$ cat src/hw/gdpm_regs.svh
// Purpose: Constants for the gate driver protection monitor
// Assumes: 40 MHz clock, 25 ns period
`ifndef GDPM_REGS_SVH
`define GDPM_REGS_SVH
`define GDPM_CLK_PERIOD_NS   25
`define GDPM_GLITCH_NS       50
`define GDPM_GLITCH_CYC      ((`GDPM_GLITCH_NS + `GDPM_CLK_PERIOD_NS - 1) / `GDPM_CLK_PERIOD_NS)
`define GDPM_DEAD_MIN_CYC    8
`define GDPM_DEAD_STEP_CYC   8
`define GDPM_BLANK_CYC       16
`define GDPM_OSC_DIV         4
`define GDPM_TEMP_THRESH     8'hc8
`define GDPM_CNT_MAX         8'hff
`endif

$ cat src/hw/gdpm_pkg.sv
// Purpose: Types for the gate driver protection monitor
// Assumes: Nothing
// Notes:   Phase of one switching sequence
package gdpm_pkg;
    typedef enum logic [1:0] {
        GDPM_IDLE = 2'b00,
        GDPM_RUN  = 2'b01,
        GDPM_DONE = 2'b10
    } gdpm_phase_t;
endpackage : gdpm_pkg

$ cat src/hw/gdpm_tmr_if.sv
// Purpose: Control and result of one gate timer
// Assumes: Single clock
// Notes:   Shared by turn-on and turn-off timers
`timescale 1ns/100ps
`default_nettype none
interface gdpm_tmr_if;
    logic       start;
    logic       reached;
    logic       tick;
    logic       ovf;
    logic       stop;
    logic [7:0] count;
    modport owner (output start, output reached, output tick,
                   input ovf, input stop, input count);
    modport timer (input start, input reached, input tick,
                   output ovf, output stop, output count);
endinterface : gdpm_tmr_if
`default_nettype wire

$ cat src/hw/gdpm_gate_timer.sv
// Purpose: 8-bit gate waveform timer on the secondary oscillator tick
// Assumes: start is a single-cycle pulse; reached may be a held level
// Notes:   ovf pulses once when the count passes ff
`timescale 1ns/100ps
`default_nettype none
`include "gdpm_regs.svh"
module gdpm_gate_timer
(
    input  wire logic    i_clk,
    input  wire logic    i_rst_n,
    gdpm_tmr_if.timer    tmr
);
    gdpm_pkg::gdpm_phase_t phase_q;
    logic [7:0]            cnt_q;
    logic                  ovf_q;
    logic                  stop_q;

    always_ff @(posedge i_clk or negedge i_rst_n)
    begin
        if (!i_rst_n)
        begin
            phase_q <= gdpm_pkg::GDPM_IDLE;
            cnt_q   <= 8'h00;
            ovf_q   <= 1'b0;
            stop_q  <= 1'b0;
        end
        else
        begin
            ovf_q  <= 1'b0;
            stop_q <= 1'b0;
            if (tmr.start)
            begin
                phase_q <= gdpm_pkg::GDPM_RUN;
                cnt_q   <= 8'h00;
            end
            else
            begin
                unique case (phase_q)
                    gdpm_pkg::GDPM_IDLE: ;
                    gdpm_pkg::GDPM_RUN:
                    begin
                        if (tmr.reached)
                        begin
                            phase_q <= gdpm_pkg::GDPM_DONE;
                            stop_q  <= 1'b1;
                        end
                        else if (tmr.tick)
                        begin
                            if (cnt_q == `GDPM_CNT_MAX)
                            begin
                                ovf_q   <= 1'b1;
                                phase_q <= gdpm_pkg::GDPM_DONE;
                            end
                            else
                                cnt_q <= cnt_q + 8'h01;
                        end
                    end
                    gdpm_pkg::GDPM_DONE: ;
                    default: phase_q <= gdpm_pkg::GDPM_IDLE;
                endcase
            end
        end
    end

    assign tmr.ovf   = ovf_q;
    assign tmr.stop  = stop_q;
    assign tmr.count = cnt_q;

    // Overflow only after a full count
    a_ovf_at_max: assert property (@(posedge i_clk)
        disable iff (!i_rst_n) ovf_q |-> $past(cnt_q) == 8'hff)
        else $error("timer overflow before ff");
endmodule : gdpm_gate_timer
`default_nettype wire

$ cat src/hw/gdpm_top.sv
// Purpose: Category-C protection logic of a gate driver
// Assumes: One 40 MHz clock; pins pass a three-stage synchroniser
// Notes:   Flags clear by a one-cycle software clear pulse; set wins
`timescale 1ns/100ps
`default_nettype none
`include "gdpm_regs.svh"
module gdpm_top
(
    input  wire logic       i_ref_clk,
    input  wire logic       i_resetn,
    input  wire logic       i_pwm_command_pin,
    input  wire logic       i_counterpart_pwm_input,
    input  wire logic [3:0] i_dead_time_config,
    input  wire logic       i_gate_above_upper,
    input  wire logic       i_gate_below_lower,
    input  wire logic       i_hard_turnoff,
    input  wire logic       i_verification_mode,
    input  wire logic       i_weak_on_mode,
    input  wire logic       i_timing_capture_trigger,
    input  wire logic [7:0] i_temperature,
    input  wire logic       i_spi_invalid,
    input  wire logic       i_spi_parity_bad,
    input  wire logic       i_parity_check_en,
    input  wire logic       i_secondary_uv,
    input  wire logic       i_digital_supply_ok,
    input  wire logic       i_saturation_sense_pin,
    input  wire logic       i_primary_state_output_enable,
    input  wire logic       i_secondary_state_monitor_enable,
    input  wire logic [4:0] i_flag_clear,
    output logic            o_pwm_to_gate,
    output logic            o_crossconduction_status_bit,
    output logic            o_crossconduction_error_flag,
    output logic            o_gate_error_flag,
    output logic            o_overtemperature_flag,
    output logic            o_spi_error_flag,
    output logic            o_turnon_capture_armed,
    output logic            o_turnoff_capture_armed,
    output logic [7:0]      o_turnon_capture_value,
    output logic [7:0]      o_turnoff_capture_value,
    output logic            o_undervoltage_notify_out,
    output logic            o_undervoltage_notify_oe,
    output logic            o_state_report_out,
    output logic            o_state_report_oe,
    output logic            o_state_report_level_bit
);
    logic [1:0] rst_sync_q;
    logic       rst_n;
    always_ff @(posedge i_ref_clk or negedge i_resetn)
    begin
        if (!i_resetn)
            rst_sync_q <= 2'b00;
        else
            rst_sync_q <= {rst_sync_q[0], 1'b1};
    end
    assign rst_n = rst_sync_q[1];

    // Three-stage synchronisers for pins
    logic [2:0] cmd_s_q, cp_s_q, up_s_q, lo_s_q, sat_s_q;
    logic       cmd_q, cp_q, up_q, lo_q, sat_q;
    always_ff @(posedge i_ref_clk or negedge rst_n)
    begin
        if (!rst_n)
        begin
            cmd_s_q <= 3'h0;
            cp_s_q  <= 3'h0;
            up_s_q  <= 3'h0;
            lo_s_q  <= 3'h0;
            sat_s_q <= 3'h0;
            cmd_q   <= 1'b0;
            cp_q    <= 1'b0;
            up_q    <= 1'b0;
            lo_q    <= 1'b0;
            sat_q   <= 1'b0;
        end
        else
        begin
            cmd_s_q <= {cmd_s_q[1:0], i_pwm_command_pin};
            cp_s_q  <= {cp_s_q[1:0], i_counterpart_pwm_input};
            up_s_q  <= {up_s_q[1:0], i_gate_above_upper};
            lo_s_q  <= {lo_s_q[1:0], i_gate_below_lower};
            sat_s_q <= {sat_s_q[1:0], i_saturation_sense_pin};
            if (cmd_s_q[2] == cmd_s_q[1]) cmd_q <= cmd_s_q[2];
            if (cp_s_q[2] == cp_s_q[1])   cp_q  <= cp_s_q[2];
            if (up_s_q[2] == up_s_q[1])   up_q  <= up_s_q[2];
            if (lo_s_q[2] == lo_s_q[1])   lo_q  <= lo_s_q[2];
            if (sat_s_q[2] == sat_s_q[1]) sat_q <= sat_s_q[2];
        end
    end

    // Dead time after the counterpart releases
    logic [7:0] dead_q;
    logic [7:0] dead_load;
    logic       inhibit;
    assign dead_load = 8'(`GDPM_DEAD_MIN_CYC)
                     + 8'(i_dead_time_config) * 8'(`GDPM_DEAD_STEP_CYC);
    always_ff @(posedge i_ref_clk or negedge rst_n)
    begin
        if (!rst_n)
            dead_q <= 8'h00;
        else if (cp_q)
            dead_q <= dead_load;
        else if (dead_q != 8'h00)
            dead_q <= dead_q - 8'h01;
    end
    // inhibit only from counterpart input, no disable
    assign inhibit = cp_q || (dead_q != 8'h00);

    logic pwm_q;
    logic blocked_q;
    always_ff @(posedge i_ref_clk or negedge rst_n)
    begin
        if (!rst_n)
        begin
            pwm_q     <= 1'b0;
            blocked_q <= 1'b0;
        end
        else if (!cmd_q)
        begin
            pwm_q     <= 1'b0;
            blocked_q <= 1'b0;
        end
        else if (inhibit && !pwm_q)
            blocked_q <= 1'b1;
        else if (!blocked_q)
            pwm_q <= 1'b1;
    end
    assign o_pwm_to_gate = pwm_q;

    logic conflict;
    assign conflict = cmd_q && inhibit && !pwm_q;
    assign o_crossconduction_status_bit = conflict;

    localparam logic [3:0] GLITCH_CYC = 4'(`GDPM_GLITCH_CYC);
    logic [3:0] glitch_q;
    always_ff @(posedge i_ref_clk or negedge rst_n)
    begin
        if (!rst_n)
            glitch_q <= 4'h0;
        else if (!conflict)
            glitch_q <= 4'h0;
        else if (glitch_q != GLITCH_CYC)
            glitch_q <= glitch_q + 4'h1;
    end

    // Secondary oscillator tick
    logic [3:0] div_q;
    logic       tick;
    always_ff @(posedge i_ref_clk or negedge rst_n)
    begin
        if (!rst_n)
            div_q <= 4'h0;
        else if (div_q == 4'(`GDPM_OSC_DIV - 1))
            div_q <= 4'h0;
        else
            div_q <= div_q + 4'h1;
    end
    assign tick = (div_q == 4'h0);

    // Turn-on start and turn-off hard transition
    logic pwm_d1_q, hard_d1_q;
    logic on_start, off_start;
    always_ff @(posedge i_ref_clk or negedge rst_n)
    begin
        if (!rst_n)
        begin
            pwm_d1_q  <= 1'b0;
            hard_d1_q <= 1'b0;
        end
        else
        begin
            pwm_d1_q  <= pwm_q;
            hard_d1_q <= i_hard_turnoff;
        end
    end
    assign on_start  = pwm_q && !pwm_d1_q;
    assign off_start = i_hard_turnoff && !hard_d1_q;

    gdpm_tmr_if ton_if ();
    gdpm_tmr_if toff_if ();
    assign ton_if.start   = on_start;
    assign ton_if.reached = up_q;
    assign ton_if.tick    = tick;
    assign toff_if.start   = off_start;
    assign toff_if.reached = lo_q;
    assign toff_if.tick    = tick;
    gdpm_gate_timer u_ton (.i_clk(i_ref_clk), .i_rst_n(rst_n), .tmr(ton_if));
    gdpm_gate_timer u_toff (.i_clk(i_ref_clk), .i_rst_n(rst_n), .tmr(toff_if));

    // turn-on timeout masked in test modes
    logic ton_timeout;
    assign ton_timeout = ton_if.ovf && !(i_verification_mode || i_weak_on_mode);

    // sticky flags, set wins over clear
    logic cc_err_q, gate_err_q, ot_q, spi_q;
    logic cc_set, gate_set, ot_set, spi_set;
    assign cc_set   = (glitch_q == GLITCH_CYC);
    assign gate_set = ton_timeout || toff_if.ovf;
    assign ot_set   = (i_temperature > `GDPM_TEMP_THRESH);
    assign spi_set  = i_spi_invalid || (i_parity_check_en && i_spi_parity_bad);
    always_ff @(posedge i_ref_clk or negedge rst_n)
    begin
        if (!rst_n)
        begin
            cc_err_q   <= 1'b0;
            gate_err_q <= 1'b0;
            ot_q       <= 1'b0;
            spi_q      <= 1'b0;
        end
        else
        begin
            cc_err_q   <= cc_set   || (cc_err_q   && !i_flag_clear[0]);
            gate_err_q <= gate_set || (gate_err_q && !i_flag_clear[1]);
            ot_q       <= ot_set   || (ot_q       && !i_flag_clear[2]);
            spi_q      <= spi_set  || (spi_q      && !i_flag_clear[3]);
        end
    end
    assign o_crossconduction_error_flag = cc_err_q;
    assign o_gate_error_flag            = gate_err_q;
    assign o_overtemperature_flag       = ot_q;
    assign o_spi_error_flag             = spi_q;

    logic on_arm_q, off_arm_q, on_run_q, off_run_q;
    logic [7:0] on_val_q, off_val_q;
    always_ff @(posedge i_ref_clk or negedge rst_n)
    begin
        if (!rst_n)
        begin
            on_arm_q  <= 1'b0;
            on_run_q  <= 1'b0;
            on_val_q  <= 8'h00;
        end
        else if (on_arm_q && on_start)
        begin
            on_run_q <= 1'b1;
            on_val_q <= 8'h00;
        end
        else if (on_run_q && (ton_if.stop || ton_if.ovf))
        begin
            on_run_q <= 1'b0;
            on_arm_q <= 1'b0;
            on_val_q <= ton_if.ovf ? `GDPM_CNT_MAX : ton_if.count;
        end
        else if (i_timing_capture_trigger)
            on_arm_q <= 1'b1;
    end
    always_ff @(posedge i_ref_clk or negedge rst_n)
    begin
        if (!rst_n)
        begin
            off_arm_q <= 1'b0;
            off_run_q <= 1'b0;
            off_val_q <= 8'h00;
        end
        else if (off_arm_q && off_start)
        begin
            off_run_q <= 1'b1;
            off_val_q <= 8'h00;
        end
        else if (off_run_q && (toff_if.stop || toff_if.ovf))
        begin
            off_run_q <= 1'b0;
            off_arm_q <= 1'b0;
            off_val_q <= toff_if.ovf ? `GDPM_CNT_MAX : toff_if.count;
        end
        else if (i_timing_capture_trigger)
            off_arm_q <= 1'b1;
    end
    assign o_turnon_capture_armed  = on_arm_q;
    assign o_turnoff_capture_armed = off_arm_q;
    assign o_turnon_capture_value  = on_val_q;
    assign o_turnoff_capture_value = off_val_q;

    assign o_undervoltage_notify_out = 1'b0;
    assign o_undervoltage_notify_oe  = i_secondary_uv || !i_digital_supply_ok;

    logic [4:0] blank_q;
    logic       state_q;
    logic       cmd_d1_q;
    always_ff @(posedge i_ref_clk or negedge rst_n)
    begin
        if (!rst_n)
        begin
            blank_q <= 5'h00;
            state_q <= 1'b0;
        end
        else if (cmd_q != cmd_d1_q)
            blank_q <= 5'(`GDPM_BLANK_CYC);
        else if (blank_q != 5'h00)
        begin
            blank_q <= blank_q - 5'h01;
            if (blank_q == 5'h01)
                state_q <= sat_q;
        end
    end
    always_ff @(posedge i_ref_clk or negedge rst_n)
    begin
        if (!rst_n)
            cmd_d1_q <= 1'b0;
        else
            cmd_d1_q <= cmd_q;
    end
    assign o_state_report_oe  = i_primary_state_output_enable
                             && i_secondary_state_monitor_enable;
    assign o_state_report_out = state_q;
    assign o_state_report_level_bit = o_state_report_oe ? state_q : 1'b0;

    a_block_cmd: assert property (@(posedge i_ref_clk)
        disable iff (!rst_n) (inhibit && !pwm_q) |=> !pwm_q)
        else $error("gate turned on while inhibited");
    a_dead_hold: assert property (@(posedge i_ref_clk)
        disable iff (!rst_n) $fell(cp_q) |-> inhibit[*8])
        else $error("dead time too short");
    a_cc_err_set: assert property (@(posedge i_ref_clk)
        disable iff (!rst_n) conflict[*3] |=> cc_err_q)
        else $error("conflict did not set error");
    a_glitch_free: assert property (@(posedge i_ref_clk)
        disable iff (!rst_n) $rose(cc_err_q) |-> $past(conflict, 2))
        else $error("error set by glitch");
    a_to_masked: assert property (@(posedge i_ref_clk)
        disable iff (!rst_n) (ton_if.ovf && !toff_if.ovf
        && (i_verification_mode || i_weak_on_mode)) |=> !$rose(gate_err_q))
        else $error("turn-on timeout in test mode");
    a_flag_sticky: assert property (@(posedge i_ref_clk)
        disable iff (!rst_n) (gate_err_q && !i_flag_clear[1]) |=> gate_err_q)
        else $error("gate error cleared itself");
    a_arm_both: assert property (@(posedge i_ref_clk)
        disable iff (!rst_n) (i_timing_capture_trigger && !on_run_q
        && !off_run_q && !on_start && !off_start) |=> on_arm_q && off_arm_q)
        else $error("trigger did not arm captures");
    a_uv_notify: assert property (@(posedge i_ref_clk)
        disable iff (!rst_n) !i_digital_supply_ok |-> o_undervoltage_notify_oe)
        else $error("undervoltage pin not driven low");
    a_state_oe: assert property (@(posedge i_ref_clk)
        disable iff (!rst_n) !i_secondary_state_monitor_enable
        |-> !o_state_report_oe)
        else $error("state pin driven without enable");
endmodule : gdpm_top
`default_nettype wire

$ cat config.mk
export PLATFORM = sky130hd
export DESIGN_NAME = gdpm_top
export DESIGN_NICKNAME = d
export VERILOG_FILES = /design/src/hw/gdpm_pkg.sv /design/src/hw/gdpm_tmr_if.sv /design/src/hw/gdpm_gate_timer.sv /design/src/hw/gdpm_top.sv
export VERILOG_INCLUDE_DIRS = /design/src /design/src/hw
export SDC_FILE = /design/constraint.sdc
export NUM_CORES = 1
export LEC_CHECK = 0
export CAP_MARGIN = 20
export CORE_AREA = 2 2 86 88
export CTS_BUF_LIST = sky130_fd_sc_hd__clkbuf_4 sky130_fd_sc_hd__clkbuf_8
export DETAILED_ROUTE_END_ITERATION = 10
export DIE_AREA = 0 0 88 90
export DONT_BUFFER_PORTS = 1
export GPL_ROUTABILITY_DRIVEN = 0
export HOLD_SLACK_MARGIN = 0.12
export PLACE_DENSITY_LB_ADDON = 0.12
export SETUP_SLACK_MARGIN = 0.05
export SYNTH_ARGS = -nofsm -noshare
export SYNTH_HDL_FRONTEND = slang
export SYNTH_SLANG_ARGS = --single-unit
$ cat constraint.sdc
create_clock -name i_ref_clk -period 3.54 [get_ports i_ref_clk]
set_input_delay 0.177 -clock i_ref_clk [delete_from_list [all_inputs] [get_ports i_ref_clk]]
set_output_delay 0.177 -clock i_ref_clk [all_outputs]
set_load 0.02 [all_outputs]
==> impl_metrics.env <==
export IMPL_crit_path_end="o_crossconduction_status_bit"
export IMPL_power_leakage_nw=2.06
export IMPL_drt_total_wl_um=7130
export IMPL_syn_num_nets=424
export IMPL_critical_path_arrival_ns=2.45
export IMPL_synth_common_cells="dfrtp_1, nor2_1, nand2_1"
export IMPL_synth_cell_types=46
export IMPL_routed_via_count=2809
export IMPL_cts_clk_slew_worst_paths_ns=0.09
export IMPL_crit_fanout=9
export IMPL_port_buffers=0
export IMPL_status="completed"
export IMPL_cp_end_kind="output port"
export IMPL_synth_compound_area_share_pct=10.6
export IMPL_synth_simple_area_share_pct=17.3
export IMPL_cp_slowest_cell="or3_1"
export IMPL_crit_family="simple AND/OR/NAND/NOR gates"
export IMPL_crit_path_start="dead_q[0]"
export IMPL_synth_xor_area_share_pct=3.42
export IMPL_htreeDepth=3
export IMPL_critical_path_class="register to output port"
export IMPL_die_h_um=90
export IMPL_route_detailed_drc=0
export IMPL_synthesis_area_um2=4100
export IMPL_path_depth=6
export IMPL_timing_rr_end="glitch_q[0]"
export IMPL_async_flop_share_pct=100
export IMPL_vdd_drop_max_mv=0.411
export IMPL_avgSynthCellArea_um2=10.8
export IMPL_synth_mux_area_share_pct=2.26
export IMPL_r2r_start="dead_q[0]"
export IMPL_vias_per_cell=5.52
export IMPL_clock_path_buffers=2
export IMPL_yosysTopAreaCell="dfrtp_1"
export IMPL_cts_tree="yes"
export IMPL_ys_seq_area_share_pct=59.2
export IMPL_max_cap_violations=0
export IMPL_pre_cts_slack_ns=1.30
export IMPL_drive_gt1_share_pct=6.83
export IMPL_wl_per_cell_um=14.0
export IMPL_setup_tns_ns=0
export IMPL_final_max_slew_viol_count=0
export IMPL_cp_start_kind="register"
export IMPL_cts_root_buf="clkbuf_8"
export IMPL_drtAntennaViolNets=0
export IMPL_synthAdderAreaFrac_pct=4.27
export IMPL_antenna_found_initial=0
export IMPL_dieArea_um2=7920
export IMPL_cp_num_buf_inv=2
export IMPL_worst_endpoint_required_ns=3.36
export IMPL_worstMarginPinSlew_ns=0.581
export IMPL_netlist_instances=379
export IMPL_ff2ff_setup_slack_ns=1.41
export IMPL_cts_repair_resized=0
export IMPL_clock_skew_ns=0.0167
export IMPL_slew_headroom_pct=60.7
export IMPL_num_rows=31
export IMPL_synth_most_common_cell="dfrtp_1"
export IMPL_grt_pass1_vias=2683
export IMPL_fin_crit_ns=2.63
export IMPL_cp_slowest_stage_delay_ns=0.49
export IMPL_ys_warn_count=0
export IMPL_synth_area_leaders="dfrtp_1, nor2_1, nand2_1, o21ai_0, ha_1"
export IMPL_chipWidth_um=88
export IMPL_clkSinkCount=97
export IMPL_rsz0062_at_grt="false"
export IMPL_drt_initial_drc_count=99
export IMPL_hpwlAfterDp_um=4660
export IMPL_max_freq_mhz=380
export IMPL_insertion_delay_ns=0.36
export IMPL_track_usage_pct=20.1
export IMPL_final_nets=451
export IMPL_start_util_pct=58.4
export IMPL_grt_first_pass_wirelength_um=12600
export IMPL_r2r_cells=6
export IMPL_path_cells="inv_1 -> ha_1 -> or3b_1 -> or3_1 -> o21ai_2 -> inv_1"
export IMPL_final_period_utilization_pct=74.2
export IMPL_setup_viol=0
export IMPL_numCtsBuffers=9
export IMPL_synth_top_family_by_area="simple AND/OR/NAND/NOR gates"
export IMPL_gr_total_overflow=0
export IMPL_synth_main_ff_cell="dfrtp_1"
export IMPL_synth_seq_cells=97
export IMPL_path_common_cell="inv_1"
export IMPL_firstDrtPassIters=4
export IMPL_synth_edf_count=0
export IMPL_grt_max_degree=43
export IMPL_yosysTopAreaCellShare_pct=59.2
export IMPL_diodes=0
export IMPL_area_growth_pct=12.8
export IMPL_pin_count=64
export IMPL_hp_class="input pin to register"
export IMPL_core_area_um2=7020
export IMPL_hold_viol_final=0
export IMPL_fin_ws_ns=0.912
export IMPL_power_density_nw_per_um2=542
-- final cells by class --
| type | instances | area, um^2 |
|---|---|---|
| sequential | 97 | 2430 |
| fill | 541 | 2400 |
| multi-input combinational | 255 | 1560 |
| timing repair buffer | 25 | 238 |
| clock buffer | 11 | 151 |
| tap | 99 | 124 |
| inverter | 18 | 67.6 |
| clock inverter | 4 | 51.3 |
-- power by group --
| part | internal [mW] | leakage, nW | total [mW] | switching [mW] |
|---|---|---|---|---|
| combinational | 0.202 | 0.716 | 0.405 | 0.203 |
| sequential | 1.23 | 1.25 | 1.37 | 0.140 |
| clock | 0.363 | 0.102 | 0.731 | 0.368 |
| total | 1.80 | 2.06 | 2.51 | 0.711 |
-- logic make-up (layout without fill, tap and decap cells) --
| group | count (synthesis) | after routing |
|---|---|---|
| buffers and inverters | 27 | 58 |
| AO/OA/AOI/OAI | 71 | 71 |
| AND/OR/NAND/NOR | 142 | 142 |
| multiplexers | 9 | 9 |
| other | 2 | 2 |
| XOR/XNOR | 16 | 16 |
| flip-flops | 97 | 97 |
| adder cells (fa/ha/maj) | 15 | 15 |
-- registers in the layout, indices dropped and copies added, names as in the netlist, 4 cells and up --
register	flops
o_turnoff_capture_value	8
o_turnon_capture_value	8
glitch_q	4
blank_q	5
u_ton.tmr.count	8
u_toff.tmr.count	8
div_q	4
dead_q	8
-- placed cells by master (no fill, tap or decap), types with 3 or more instances in the layout --
cell	count
o21ai_0	28
inv_1	18
and3_1	5
nor3b_2	3
nor2b_1	5
a21oi_1	15
clkbuf_8	11
nand2b_1	5
mux2i_1	7
buf_4	5
nor3_1	5
ha_1	10
or4_1	3
xor2_1	7
nand2_1	39
maj3_1	5
a21o_1	3
dlygate4sd3_1	20
nand3_1	8
o2111ai_1	3
o21a_1	5
o31ai_1	3
or3_1	7
dfrtp_1	96
xnor2_1	9
nand4_1	6
nor2_1	44
a211oi_1	5
-- per-layer routing --
metal / GRT usage [%] / up-vias / routed length, um
met5: 0 / - / 0
met4: 6.41 / 0 / 19
met3: 4.96 / 2 / 302
met2: 31.4 / 63 / 3510
met1: 27.9 / 1385 / 3290
li1: - / 1359 / -
-- how the worst min path moves through the flow --
stage          slack [ns]                   from             to  cells after the start
3_5_place_dp        -0.12               i_resetn  rst_sync_q[0]                      0
3_3_place_gp        -0.12               i_resetn  rst_sync_q[0]                      0
6_report             0.14  i_dead_time_config[2]      dead_q[6]                      4
5_1_grt              0.14  i_dead_time_config[2]      dead_q[6]                      4
4_1_cts              0.12  i_dead_time_config[2]      dead_q[6]                      4
2_1_floorplan       -0.12               i_resetn  rst_sync_q[0]                      0
-- timing repair --
item / CTS / global route
hold buffers: 20 / 0
setup buffers: 0 / 0
endpoints found under the hold margin: 19 / 0
-- worst min-delay path, delay by kind of cell --
| family | cells | cell delay, ns |
|---|---|---|
| AOI/OAI and AO/OA | 1 | 0.08 |
| xor gates and xnor gates | 1 | 0.06 |
| and+or+nand+nor | 2 | 0.12 |
-- per-stage QoR --
step / instance area, um^2 / hold WS (ns) / total power, mW / instances / util (%)
3_3_place_gp: 4220 / -0.119 / 1.76 / 474 / 60.1
3_5_place_dp: 4220 / -0.119 / 1.78 / 474 / 60.1
4_1_cts: 4620 / 0.124 / 2.53 / 509 / 65.9
5_1_grt: 4620 / 0.139 / 2.67 / 509 / 65.9
6_report: 4620 / 0.135 / 2.51 / 509 / 65.9
2_1_floorplan: 4100 / -0.119 / 1.70 / 379 / -
(Power assumes the default switching activity.)
